File: config.mk
export PLATFORM = sky130hd
export DESIGN_NAME = host_gpio_port
export DESIGN_NICKNAME = d
export VERILOG_FILES = /design/src/rtl/gpio_pin_sync.v /design/src/rtl/host_gpio_port.v
export VERILOG_INCLUDE_DIRS = /design/src /design/src/rtl
export SDC_FILE = /design/constraint.sdc
export NUM_CORES = 1
export LEC_CHECK = 0
export BUFFER_PORTS_ARGS = -buffer_cell sky130_fd_sc_hd__clkbuf_2
export CORE_MARGIN = 1
export CORE_UTILIZATION = 30
export CTS_BUF_LIST = sky130_fd_sc_hd__clkbuf_4
export CTS_CLUSTER_DIAMETER = 40
export DETAILED_ROUTE_END_ITERATION = 7
export HOLD_SLACK_MARGIN = 0.06
export PLACE_DENSITY = 0.49
export RECOVER_POWER = 25
export SKIP_LAST_GASP = 1
export SLEW_MARGIN = 15
export SYNTH_ARGS = -nofsm -noshare
export SYNTH_HDL_FRONTEND = slang
export SYNTH_SLANG_ARGS = --single-unit
File: constraint.sdc
create_clock -name clk_sys_i -period 1.45 [get_ports clk_sys_i]
set_input_delay 0.2175 -clock clk_sys_i [delete_from_list [all_inputs] [get_ports clk_sys_i]]
set_output_delay 0.2175 -clock clk_sys_i [all_outputs]
set_load 0.05 [all_outputs]
File: src/rtl/host_gpio_port_defines.vh
`ifndef HOST_GPIO_PORT_DEFINES_VH
`define HOST_GPIO_PORT_DEFINES_VH

`define GPIO_ADDR_OUT_VALUE   8'h50
`define GPIO_ADDR_DIRECTION   8'h51
`define GPIO_ADDR_IN_LEVEL    8'h52
`define GPIO_ADDR_ALT_SELECT  8'h4F

`define GPIO_RST_OUT_VALUE    8'h00
`define GPIO_RST_DIRECTION    8'hFF
`define GPIO_RST_IN_LEVEL     8'h00
`define GPIO_RST_ALT_SELECT   2'h0

`define GPIO_PIN_ANTENNA      1
`define GPIO_PIN_SYNC         5
`define GPIO_PIN_RESERVED6    6
`define GPIO_PIN_IRQ          7
`define GPIO_ALT_PIN7_BIT     1
`define GPIO_ALT_PIN65_BIT    0
`define GPIO_ALT_PIN7_POS     7
`define GPIO_ALT_PIN65_POS    6

`define GPIO_IMPL_MASK        8'hFD
`define GPIO_ZERO_BYTE        8'h00
`define GPIO_ALT_PAD          6'h00
`define GPIO_PIN_COUNT        8
`define GPIO_PIN_RESERVED1    1
`define GPIO_DRIVE_ON         1'h1
`define GPIO_DRIVE_OFF        1'h0

`endif

File: src/rtl/gpio_pin_sync.v
`timescale 1ns/1ps
`include "host_gpio_port_defines.vh"

// two-stage synchroniser for the pin levels
module gpio_pin_sync
(
	input  wire       clk_sys_i,
	input  wire       rst_i,
	input  wire [7:0] pin_raw_i,
	output wire [7:0] pin_sync_o
);

	reg [7:0] stage1_q;
	reg [7:0] stage2_q;

	always @(posedge clk_sys_i)
	begin
		if (rst_i)
		begin
			stage1_q <= `GPIO_RST_IN_LEVEL;
			stage2_q <= `GPIO_RST_IN_LEVEL;
		end
		else
		begin
			stage1_q <= pin_raw_i;
			stage2_q <= stage1_q;
		end
	end

	assign pin_sync_o = stage2_q;

endmodule

File: src/rtl/host_gpio_port.v
// Operation
// output value register at 50h, reset 00h, drives pins configured as outputs
// direction register at 51h; bit 0 means output, bit 1 means input
// direction resets to FFh so every pin except antenna pin 1 starts as input
// input level register at 52h is read-only, returns pin levels
// bit 1 is reserved in all three registers; the direction register still stores bit 1 and reads it back
// pin7 alternate select routes host interrupt request onto pin 7
// pin6/pin5 alternate select puts transport sync on pin 5, reserves pin 6
// pin 1 outputs antenna signal direction, 0 inbound, 1 outbound
// pin levels pass a two-stage synchroniser before the input register
`timescale 1ns/1ps
`include "host_gpio_port_defines.vh"

module host_gpio_port
(
	input  wire       clk_sys_i,
	input  wire       rst_i,
	input  wire       reg_wr_i,
	input  wire [7:0] reg_addr_i,
	input  wire [7:0] reg_wdata_i,
	output reg  [7:0] reg_rdata_o,
	input  wire [7:0] pin_in_i,
	output reg  [7:0] pin_out_o,
	output reg  [7:0] pin_oe_o,
	input  wire       host_interrupt_request_i,
	input  wire       transport_sync_output_i,
	input  wire       antenna_dir_outbound_i,
	output wire [7:0] pin_input_level_o
);

	////////////////////////////////////////////////////////////////
	reg  [7:0] out_value_q;
	reg  [7:0] direction_q;
	reg  [7:0] in_level_q;
	reg  [1:0] alt_select_q;
	wire [7:0] pin_sync;
	wire [7:0] out_d;
	wire [7:0] oe_d;
	wire [7:0] gp_out;
	wire [7:0] gp_oe;
	wire [7:0] out_readback;
	wire [7:0] alt_readback;
	wire       wr_out_value;
	wire       wr_direction;
	wire       wr_alt_select;
	wire       alt_pin7_on;
	wire       alt_pin65_on;
	genvar     i;

	function hit;
		input [7:0] addr;
		input [7:0] target;
		begin
			hit = (addr == target);
		end
	endfunction

	////////////////////////////////////////////////////////////////
	gpio_pin_sync u_sync
	(
		.clk_sys_i  (clk_sys_i),
		.rst_i      (rst_i),
		.pin_raw_i  (pin_in_i),
		.pin_sync_o (pin_sync)
	);

	// write strobes, one per writable register
	assign wr_out_value  = reg_wr_i && hit(reg_addr_i, `GPIO_ADDR_OUT_VALUE);
	assign wr_direction  = reg_wr_i && hit(reg_addr_i, `GPIO_ADDR_DIRECTION);
	assign wr_alt_select = reg_wr_i && hit(reg_addr_i, `GPIO_ADDR_ALT_SELECT);
	assign alt_pin7_on   = alt_select_q[`GPIO_ALT_PIN7_BIT];
	assign alt_pin65_on  = alt_select_q[`GPIO_ALT_PIN65_BIT];

	////////////////////////////////////////////////////////////////
	// output value register
	always @(posedge clk_sys_i)
	begin
		if (rst_i)
		begin
			out_value_q <= `GPIO_RST_OUT_VALUE;
		end
		else if (wr_out_value)
		begin
			out_value_q <= reg_wdata_i;
		end
	end

	////////////////////////////////////////////////////////////////
	// direction register, all inputs out of reset
	always @(posedge clk_sys_i)
	begin
		if (rst_i)
		begin
			direction_q <= `GPIO_RST_DIRECTION;
		end
		else if (wr_direction)
		begin
			direction_q <= reg_wdata_i;
		end
	end

	////////////////////////////////////////////////////////////////
	// alternate function select bits
	always @(posedge clk_sys_i)
	begin
		if (rst_i)
		begin
			alt_select_q <= `GPIO_RST_ALT_SELECT;
		end
		else if (wr_alt_select)
		begin
			alt_select_q[`GPIO_ALT_PIN7_BIT]  <= reg_wdata_i[`GPIO_ALT_PIN7_POS];
			alt_select_q[`GPIO_ALT_PIN65_BIT] <= reg_wdata_i[`GPIO_ALT_PIN65_POS];
		end
	end

	////////////////////////////////////////////////////////////////
	// input level register, never written by the host
	always @(posedge clk_sys_i)
	begin
		if (rst_i)
		begin
			in_level_q <= `GPIO_RST_IN_LEVEL;
		end
		else
		begin
			in_level_q <= pin_sync & `GPIO_IMPL_MASK;
		end
	end

	////////////////////////////////////////////////////////////////
	// registered pin drive
	always @(posedge clk_sys_i)
	begin
		if (rst_i)
		begin
			pin_out_o <= `GPIO_ZERO_BYTE;
			pin_oe_o  <= `GPIO_ZERO_BYTE;
		end
		else
		begin
			pin_out_o <= out_d;
			pin_oe_o  <= oe_d;
		end
	end

	////////////////////////////////////////////////////////////////
	// general purpose drive; reserved bit 1 never steers its pin
	generate
		for (i = 0; i < `GPIO_PIN_COUNT; i = i + 1)
		begin : g_gp
			if (i == `GPIO_PIN_RESERVED1)
			begin : g_gp_reserved
				assign gp_out[i] = `GPIO_DRIVE_OFF;
				assign gp_oe[i]  = `GPIO_DRIVE_OFF;
			end
			else
			begin : g_gp_used
				assign gp_out[i] = out_value_q[i];
				assign gp_oe[i]  = ~direction_q[i];
			end
		end
	endgenerate

	////////////////////////////////////////////////////////////////
	// per-pin drive: alternate functions override general purpose
	generate
		for (i = 0; i < `GPIO_PIN_COUNT; i = i + 1)
		begin : g_pin
			if (i == `GPIO_PIN_ANTENNA)
			begin : g_antenna
				assign out_d[i] = antenna_dir_outbound_i;
				assign oe_d[i]  = `GPIO_DRIVE_ON;
			end
			else if (i == `GPIO_PIN_IRQ)
			begin : g_irq
				assign out_d[i] = alt_pin7_on ? host_interrupt_request_i : gp_out[i];
				assign oe_d[i]  = alt_pin7_on ? `GPIO_DRIVE_ON : gp_oe[i];
			end
			else if (i == `GPIO_PIN_SYNC)
			begin : g_sync
				assign out_d[i] = alt_pin65_on ? transport_sync_output_i : gp_out[i];
				assign oe_d[i]  = alt_pin65_on ? `GPIO_DRIVE_ON : gp_oe[i];
			end
			else if (i == `GPIO_PIN_RESERVED6)
			begin : g_reserved
				assign out_d[i] = alt_pin65_on ? `GPIO_DRIVE_OFF : gp_out[i];
				assign oe_d[i]  = alt_pin65_on ? `GPIO_DRIVE_OFF : gp_oe[i];
			end
			else
			begin : g_plain
				assign out_d[i] = gp_out[i];
				assign oe_d[i]  = gp_oe[i];
			end
		end
	endgenerate

	////////////////////////////////////////////////////////////////
	// readback views; reserved bits read zero
	assign out_readback = gp_out;
	assign alt_readback = {alt_select_q, `GPIO_ALT_PAD};

	////////////////////////////////////////////////////////////////
	// read mux; unmapped addresses read zero
	always @*
	begin
		case (reg_addr_i)
			`GPIO_ADDR_OUT_VALUE:
			begin
				reg_rdata_o = out_readback;
			end
			`GPIO_ADDR_DIRECTION:
			begin
				reg_rdata_o = direction_q;
			end
			`GPIO_ADDR_IN_LEVEL:
			begin
				reg_rdata_o = in_level_q;
			end
			`GPIO_ADDR_ALT_SELECT:
			begin
				reg_rdata_o = alt_readback;
			end
			default:
			begin
				reg_rdata_o = `GPIO_ZERO_BYTE;
			end
		endcase
	end

	assign pin_input_level_o = in_level_q;

endmodule

==> impl_metrics.yaml, run 1 <==
synthesis:
  synth_top_area_frac: 0.555
  synth_area_per_cell_um2: 10.7
  yosys-mux-area-fraction: 0.136
  synth_xor_area_frac: 0
  yosys_warnings: 0
  synth_compound_area_frac: 0.0456
  synth-seq-cells: 54
  seq_area_frac_synth: 0.555
  synth.area.top_cells: "dfxtp_1 55%, mux2i_1 11%, nor2b_1 9.6%, nor2_1 5.0%, a2bb2oi_1 3.1%"
  synth.distinct_cells: 27
  syn_area_um2: 1950
  syn_nets: 212
  postSynthCellCount: 182
  yosys.area_share.simple: 0.220
  synth_top_family_by_area: "simple AND/OR/NAND/NOR gates"
  synthAdderAreaFrac: 0
  yosys.area.top_type: "dfxtp_1"
floorplanning:
  start_util: 0.320
  rows: 28
  die_y_um: 82.6
  die_w_um: 82.6
  ioPinCount: 62
  core_um2: 6100
  die-area_um2: 6820
outcome:
  violations: "negative setup slack"
  outcome: "finished with violations"
timing:
  timing.final.crit_share: 1.05
  slew_headroom: 0.615
  layout_min_cycle_time_ns: 1.52
  finClkSkew_ns: 0.00799
  layout_setup_ws_ns: -0.0682
  slew_viol_final: 0
  fmax_mhz: 659
  setup_violations: 6
  tightest_slew_ns: 0.577
  rsz0062_at_grt: "true"
  finalHoldViolCount: 0
final_layout:
  multi_input_area_um2: 895
  final_cell_mix: "52 x clkbuf_2, 43 x dfxtp_1, 30 x nor2b_1"
  antenna_cells: 0
  post-route-util: 0.455
  drive_gt1_frac: 0.465
  fin_nets: 299
  seq_area_um2: 1090
  layout_commonest_cell: "clkbuf_2"
  syn_to_final_growth_pct: 42.5
  fill_cells: 604
  design_area_um2: 2780
worst_setup_path:
  max_stage_delay_ns: 0.36
  crit_buf_inv: 1
  path_max_fanout: 2
  critPathSlowestCell: "dfxtp_2"
  endpoint_kind: "primary output"
  crit_arrival_ns: 1.30
  start_kind: "register"
  path_class: "register to primary output"
  cp_data_required_time_ns: 1.23
  cpLargestDelayFamily: "flip-flops"
  r2r_setup_slack_ns: 0.58
  worstPathCellList: "mux2i_2, a2bb2oi_2, o2bb2ai_4, buf_12"
job:
  max_cap_violations: 0
place:
  hpwl_um: 3050
  gp_congestion: 0.693
  io_buffer_count: 59
  placed_cell_area_um2: 2490
clock_tree:
  cts_root_buf: "clkbuf_4"
  h-tree-depth: 2
  insertion_delay_ns: 0.37
  clockBufferDepth: 2
  cts_tree: "yes"
  clk_pin_slew_ns: 0.14
  cts_sinks: 54
  cts_made_buffers: 5
drt:
  dr.pass1.iters: 6
  via_per_inst: 4.39
  drtIter0Drc: 55
  route.vias.total: 1510
  routed_wl_um: 4220
  wl_per_cell_um: 12.3
  post-route-drc-count: 0
  drtAntennaViolNets: 0
pwr:
  p_per_area_nw_per_um2: 872
  leakagePower_nw: 1.25
  switchingPower_w: 0.000590
  netSwitchingFraction: 0.244
  vdd_drop_max_mv: 0.485
  seq_power_share: 0.628
  p_comb_frac: 0.105
  p_int_w: 0.00183
  clkPwrFrac: 0.267
global_route:
  grt_pass1_wl_um: 6600
  antenna_found_initial: 0
  grt_usage: 0.134
  grt_pass1_vias: 1450
  grt_start_max_net_pins: 32
  grt-ovfl-total: 0
worst_hold_path:
  min_path_type: "input pin to register"
cell usage after synthesis:
library cell / instances
conb_1: 1
nand2b_1: 1
buf_2: 1
nand2_1: 9
nor3_1: 1
a21oi_1: 2
buf_1: 2
dfxtp_1: 54
o2bb2ai_1: 2
nor2_1: 26
buf_4: 3
nor2b_1: 30
nor4_1: 1
nand4_2: 1
buf_6: 2
clkbuf_1: 2
nand4_4: 1
inv_1: 3
and3_1: 1
and4bb_1: 1
and4_1: 2
a2bb2oi_1: 7
mux2i_1: 22
or4b_4: 1
clkinv_1: 1
and2b_2: 1
mux2_2: 4
timing repair:
item,4_1_cts,5_1_grt
hold endpoints to repair,8,0
setup buffers,8,0
endpoints found under the setup margin,7,8
gates cloned,0,0
hold buffers,8,0
resized for setup,19,15
pin swaps,6,4
layer usage:
| layer | track usage | vias up | wire length [um] |
|---|---|---|---|
| met5 | 0 | - | 0 |
| met4 | 0.0621 | 0 | 70 |
| met3 | 0.0297 | 7 | 185 |
| met2 | 0.212 | 43 | 1970 |
| met1 | 0.172 | 693 | 2000 |
| li1 | - | 767 | - |
flip-flops by register name, indices dropped and copies added (netlist names):
| signal | cells |
|---|---|
| pin_oe_o | 8 |
| direction_q | 8 |
| pin_out_o | 8 |
| u_sync.pin_sync_o | 7 |
| out_value_q | 7 |
| alt_select_q | 2 |
| pin_input_level_o | 7 |
| u_sync.stage1_q | 7 |
final cells by class:
cell class,count,share of cell area
Sequential cell,54,0.394
Multi-Input combinational cell,114,0.322
Timing Repair Buffer,90,0.225
Tap cell,75,0.0338
Clock buffer,6,0.0162
Inverter,4,0.00541
Clock inverter,1,0.00271
logic make-up after synthesis:
family / count (synthesis)
AOI/OAI and AO/OA: 11
buffers and inverters: 14
DFF: 54
muxes: 26
other: 1
and+or+nand+nor: 76
final timing paths:
kind	cells after the start	start	to
worst max-delay path	4	pin_input_level_o[6]$_SDFF_PP0_	reg_rdata_o[6]
worst min-delay path	3	host_interrupt_request_i	pin_out_o[7]$_SDFF_PP0_
worst min register to register	1	u_sync.pin_sync_o[2]$_SDFF_PP0_	pin_input_level_o[2]$_SDFF_PP0_
worst max register to register	2	alt_select_q[0]$_SDFFE_PP0P_	pin_out_o[5]$_SDFF_PP0_
worst reg2reg max path, cell delays in order (launching register included):
cell	delay, ns
dfxtp_1	0.50
mux2i_1	0.21
nor2_1	0.05
power by group through the flow:
stage          Clock [W]  Sequential [W]  Combinational, W
2_1_floorplan          0         0.00158          0.000110
3_3_place_gp           0         0.00155          0.000222
3_5_place_dp           0         0.00155          0.000222
4_1_cts         0.000687         0.00152          0.000252
5_1_grt         0.000752         0.00152          0.000276
6_report        0.000646         0.00152          0.000255
metrics by stage:
stage          total power (W)  TNS [ns]  hold WS (ns)  setup WS (ns)  instances
2_1_floorplan          0.00169    -0.502         0.298        -0.0977        182
3_3_place_gp           0.00177   -0.0770         0.414        -0.0371        321
3_5_place_dp           0.00177   -0.0493         0.419        -0.0231        321
4_1_cts                0.00246    -0.679        0.0636         -0.127        344
5_1_grt                0.00255    -0.834        0.0617         -0.154        344
6_report               0.00242    -0.244        0.0788        -0.0682        344
Note: power is estimated with default switching activity, not from simulation.
==> inputs of run 2 (changes only) <==
--- a/config.mk
+++ b/config.mk
@@ -7,13 +7,15 @@
 export NUM_CORES = 1
 export LEC_CHECK = 0
 export BUFFER_PORTS_ARGS = -buffer_cell sky130_fd_sc_hd__clkbuf_2
+export CELL_PAD_IN_SITES_DETAIL_PLACEMENT = 1
+export CELL_PAD_IN_SITES_GLOBAL_PLACEMENT = 2
 export CORE_MARGIN = 1
-export CORE_UTILIZATION = 30
+export CORE_UTILIZATION = 32
 export CTS_BUF_LIST = sky130_fd_sc_hd__clkbuf_4
 export CTS_CLUSTER_DIAMETER = 40
 export DETAILED_ROUTE_END_ITERATION = 7
 export HOLD_SLACK_MARGIN = 0.06
-export PLACE_DENSITY = 0.49
+export PLACE_DENSITY = 0.78
 export RECOVER_POWER = 25
 export SKIP_LAST_GASP = 1
 export SLEW_MARGIN = 15
==> run 2 against run 1 <==
Net effect: the flow still finishes with violations (negative setup slack); non-clock buffer count rose by 4; count of clock-buffer cells in the layout shrank 1; first-iteration DRC count down 3.6%; via count is 2.5% higher; clock skew is 0.0082 ns higher; sequential cell count unchanged; die area shrank 6.1%; clock power rose by 11%; combinational power up 6%; sequential share of layout area shrank 1.2 points; highest routed layer unchanged.
==> impl_metrics.yaml, run 2 (same netlist as run 1, synthesis figures left out) <==
floorplanning:
  rows: 28
  core_um2: 5890
  ioPinCount: 62
  start_util: 0.331
  die_y_um: 80.0
  die-area_um2: 6400
  die_w_um: 80.0
timing:
  tns_ns: -0.551
  layout_min_cycle_time_ns: 1.58
  finClkSkew_ns: 0.0162
  layout_setup_ws_ns: -0.128
  fmax_mhz: 634
  timing.final.crit_share: 1.09
  finalHoldViolCount: 0
  slew_headroom: 0.393
  slew_viol_final: 0
  rsz0062_at_grt: "true"
  tightest_slew_ns: 0.911
  setup_violations: 8
final_layout:
  final_cell_mix: "51 x clkbuf_2, 46 x dfxtp_1, 30 x nor2b_1"
  syn_to_final_growth_pct: 46.4
  antenna_cells: 0
  fin_nets: 303
  drive_gt1_frac: 0.453
  reg_top3: "direction_q (8), pin_oe_o (8), pin_out_o (8)"
  instances_no_fill: 349
  layout_commonest_cell: "clkbuf_2"
  post-route-util: 0.485
clock_tree:
  cts_root_buf: "clkbuf_4"
  clk_pin_slew_ns: 0.17
  cts_tree: "yes"
  cts_sinks: 54
  h-tree-depth: 2
  insertion_delay_ns: 0.39
  cts_made_buffers: 5
  clockBufferDepth: 2
global_route:
  antenna_found_initial: 0
  grt_start_max_net_pins: 22
  grt-ovfl-total: 0
  grt_usage: 0.154
  grt_pass1_wl_um: 7440
  grt_pass1_vias: 1554
place:
  io_buffer_count: 59
  pre_cts_ws_ns: -0.0703
  dpl.cell_count: 324
  gp_congestion: 0.713
  hpwl_um: 3380
pwr:
  power_w: 0.00251
  leakagePower_nw: 1.29
  vdd_drop_max_mv: 0.379
  p_per_area_nw_per_um2: 880
drt:
  drtIter0Drc: 53
  via_per_inst: 4.44
  dr.pass1.iters: 3
  wl_per_cell_um: 13.1
  routed_wl_um: 4580
  post-route-drc-count: 0
  route.vias.total: 1548
  drtAntennaViolNets: 0
worst_setup_path:
  cpLargestDelayFamily: "flip-flops"
  worstPathCellList: "mux2i_2, a2bb2oi_2, o2bb2ai_4, buf_12"
  path_depth: 4
  cp_data_required_time_ns: 1.23
  reg2reg_depth: 2
  path_max_fanout: 2
  crit_buf_inv: 1
  endpoint_kind: "primary output"
  crit_arrival_ns: 1.36
  start_kind: "register"
  max_stage_delay_ns: 0.36
  critPathSlowestCell: "dfxtp_2"
  path_class: "register to primary output"
worst_hold_path:
  min_path_type: "input pin to register"
  whs_path_depth: 3
job:
  max_cap_violations: 0
outcome:
  outcome: "finished with violations"
  violations: "negative setup slack"
[run 2: timing repair]
item	4_1_cts	5_1_grt
hold endpoints to repair	9	2
setup endpoints to repair	7	8
gates resized for setup	16	11
pin swaps	4	2
setup buffers	5	1
hold buffers	9	2
gates cloned	0	0
[run 2: cell type report]
type,instances,area [um^2]
clock buffers,5,37.5
flip-flops and latches,54,1090
well taps,75,93.8
multi-input cells,114,897
clock inverters,3,26.3
inverters,4,15.0
repair buffers,94,692
fillers,669,3030
[run 2: stage by stage]
| stage | cell area, um^2 | hold WS (ns) |
|---|---|---|
| after floorplan | 2010 | 0.298 |
| after global placement | 2550 | 0.417 |
| after detailed placement | 2550 | 0.429 |
| after CTS | 2810 | 0.0661 |
| after global routing | 2850 | 0.0652 |
| final | 2850 | 0.0829 |
[run 2: path summary, 6_finish.rpt]
path,slack [ns],from,end
min reg2reg,0.44,u_sync.pin_sync_o[6]$_SDFF_PP0_,pin_input_level_o[6]$_SDFF_PP0_
max reg2reg,0.58,alt_select_q[0]$_SDFFE_PP0P_,pin_out_o[5]$_SDFF_PP0_
max,-0.13,pin_input_level_o[6]$_SDFF_PP0_,reg_rdata_o[6]
min,0.08,host_interrupt_request_i,pin_out_o[7]$_SDFF_PP0_
[run 2: power breakdown]
part	switching, W	internal [W]
Combinational	0.000141	0.000128
Clock	0.000510	0.000210
Sequential	0.00000842	0.00151
[run 2: per-layer routing]
| metal | vias up | global-route usage | share of wire |
|---|---|---|---|
| met5 | - | 0 | 0 |
| met4 | 0 | 0.0536 | 0.011 |
| met3 | 4 | 0.0434 | 0.045 |
| met2 | 40 | 0.245 | 0.47 |
| met1 | 721 | 0.198 | 0.47 |
| li1 | 783 | - | - |
[run 2: worst min-delay path: stages]
cell and delay (ns):
clkbuf_2 0.08, mux2i_1 0.05, nor2_1 0.08
==> inputs of run 3 (changes only) <==
--- a/config.mk
+++ b/config.mk
@@ -8,14 +8,14 @@
 export LEC_CHECK = 0
 export BUFFER_PORTS_ARGS = -buffer_cell sky130_fd_sc_hd__clkbuf_2
 export CELL_PAD_IN_SITES_DETAIL_PLACEMENT = 1
-export CELL_PAD_IN_SITES_GLOBAL_PLACEMENT = 2
+export CELL_PAD_IN_SITES_GLOBAL_PLACEMENT = 1
 export CORE_MARGIN = 1
-export CORE_UTILIZATION = 32
+export CORE_UTILIZATION = 35
 export CTS_BUF_LIST = sky130_fd_sc_hd__clkbuf_4
 export CTS_CLUSTER_DIAMETER = 40
 export DETAILED_ROUTE_END_ITERATION = 7
 export HOLD_SLACK_MARGIN = 0.06
-export PLACE_DENSITY = 0.78
+export PLACE_DENSITY = 0.7
 export RECOVER_POWER = 25
 export SKIP_LAST_GASP = 1
 export SLEW_MARGIN = 15
==> run 3 against run 2 <==
Net effect: setup slack better by 0.032 ns; global-route usage is 0.85 points higher; fmax is 2.1% higher; clock skew is 0.0075 ns lower; non-clock buffer count stayed put; largest power group unchanged; sequential share of layout area is 0.16 points higher; the flow still finishes with violations (negative setup slack); register-to-register slack hardly changed; sequential cell count stayed put.
==> impl_metrics.yaml, run 3 (same netlist as run 1, synthesis figures left out) <==
outcome:
  outcome: "finished with violations"
  violations: "negative setup slack"
global_route:
  grt_pass1_wl_um: 7450
  grt_pass1_vias: 1516
  grt_start_max_net_pins: 22
  antenna_found_initial: 0
  grt-ovfl-total: 0
  grt_usage: 0.163
final_layout:
  reg_top3: "direction_q (8), pin_oe_o (8), pin_out_o (8)"
  drive_gt1_frac: 0.462
  syn_to_final_growth_pct: 46.0
  fill_cells: 597
  final_cell_mix: "51 x clkbuf_2, 45 x dfxtp_1, 30 x nor2b_1"
  instances_no_fill: 343
  seq_area_um2: 1090
  layout_commonest_cell: "clkbuf_2"
  multi_input_area_um2: 896
  post-route-util: 0.543
  fin_nets: 303
  antenna_cells: 0
pwr:
  vdd_drop_max_mv: 0.547
  p_per_area_nw_per_um2: 909
  leakagePower_nw: 1.30
job:
  max_cap_violations: 0
drt:
  via_per_inst: 4.61
  dr.pass1.iters: 4
  post-route-drc-count: 0
  route.vias.total: 1580
  drtAntennaViolNets: 0
  wl_per_cell_um: 13.5
  routed_wl_um: 4640
  drtIter0Drc: 65
clock_tree:
  cts_tree: "yes"
  cts_root_buf: "clkbuf_4"
  cts_sinks: 54
  h-tree-depth: 2
  clk_pin_slew_ns: 0.14
  clockBufferDepth: 2
  cts_made_buffers: 5
  insertion_delay_ns: 0.36
worst_setup_path:
  worstPathCellList: "mux2i_2, a2bb2oi_2, o2bb2ai_4, buf_12"
  cpLargestDelayFamily: "flip-flops"
  path_max_fanout: 3
  path_class: "register to primary output"
  endpoint_kind: "primary output"
  cp_data_required_time_ns: 1.23
  start_kind: "register"
  crit_buf_inv: 1
  max_stage_delay_ns: 0.37
  crit_arrival_ns: 1.33
  critPathSlowestCell: "dfxtp_2"
timing:
  finClkSkew_ns: 0.00871
  layout_setup_ws_ns: -0.0959
  timing.final.crit_share: 1.07
  slew_viol_final: 0
  slew_headroom: 0.453
  setup_violations: 6
  layout_min_cycle_time_ns: 1.55
  fmax_mhz: 647
  tightest_slew_ns: 0.821
  rsz0062_at_grt: "true"
  finalHoldViolCount: 0
floorplanning:
  ioPinCount: 62
  core_um2: 5240
  die_w_um: 76.6
  rows: 26
  die-area_um2: 5870
  start_util: 0.372
  die_y_um: 76.6
place:
  hpwl_um: 3420
  dpl.cell_count: 319
  gp_congestion: 0.740
  io_buffer_count: 59
worst_hold_path:
  min_path_type: "input pin to register"
-- run 3: worst paths after layout --
| path | from | end | slack, ns | cells after the start |
|---|---|---|---|---|
| max | out_value_q[7]$_SDFFE_PP0P_ | reg_rdata_o[7] | -0.1 | 4 |
| min | host_interrupt_request_i | pin_out_o[7]$_SDFF_PP0_ | 0.08 | 3 |
| max reg2reg | alt_select_q[0]$_SDFFE_PP0P_ | pin_out_o[5]$_SDFF_PP0_ | 0.58 | 2 |
| min reg2reg | u_sync.pin_sync_o[6]$_SDFF_PP0_ | pin_input_level_o[6]$_SDFF_PP0_ | 0.45 | 1 |
-- run 3: per-stage QoR --
| step | TNS (ns) | hold slack [ns] | power (W) | instance area, um^2 | worst slack [ns] |
|---|---|---|---|---|---|
| floorplan | -0.502 | 0.298 | 0.00169 | 2010 | -0.0977 |
| global placement | -0.234 | 0.415 | 0.00178 | 2530 | -0.0453 |
| detailed placement | -0.260 | 0.427 | 0.00178 | 2530 | -0.0638 |
| CTS | -0.539 | 0.0728 | 0.00259 | 2790 | -0.131 |
| global route | -0.776 | 0.0824 | 0.00269 | 2840 | -0.149 |
| finish | -0.244 | 0.0831 | 0.00258 | 2840 | -0.0959 |
-- run 3: area by class of cell --
cell class	count	share of cell area
clock buffer	5	0.0132
inverter	4	0.00528
sequential	54	0.384
clock inverter	2	0.0119
timing repair buffer	94	0.240
tap	70	0.0308
multi-input combinational	114	0.315
-- run 3: where the power goes --
| group | switching, W | leakage [nW] | internal [W] |
|---|---|---|---|
| registers | 0.00000819 | 0.444 | 0.00151 |
| logic | 0.000145 | 0.819 | 0.000131 |
| clock network | 0.000439 | 0.0387 | 0.000350 |
-- run 3: tightest hold or removal path: stages --
cell,delay (ns)
clkbuf_2,0.07
mux2i_1,0.05
nor2_1,0.07
-- run 3: routing by layer --
metal  vias to the layer above  global-route usage  share of wire
met4                         0              0.0462         0.0080
met2                        36               0.276           0.50
li1                        781                   -              -
met3                         5              0.0395          0.036
met1                       758               0.204           0.45
met5                         -                   0              0
-- run 3: timing repair --
| action | in CTS | in global routing |
|---|---|---|
| pin swaps | 4 | 2 |
| hold endpoints to repair | 7 | 0 |
| setup endpoints to repair | 7 | 8 |
| hold buffers | 7 | 0 |
| gates resized for setup | 19 | 7 |
| buffers inserted | 6 | 4 |
| gates cloned | 0 | 0 |
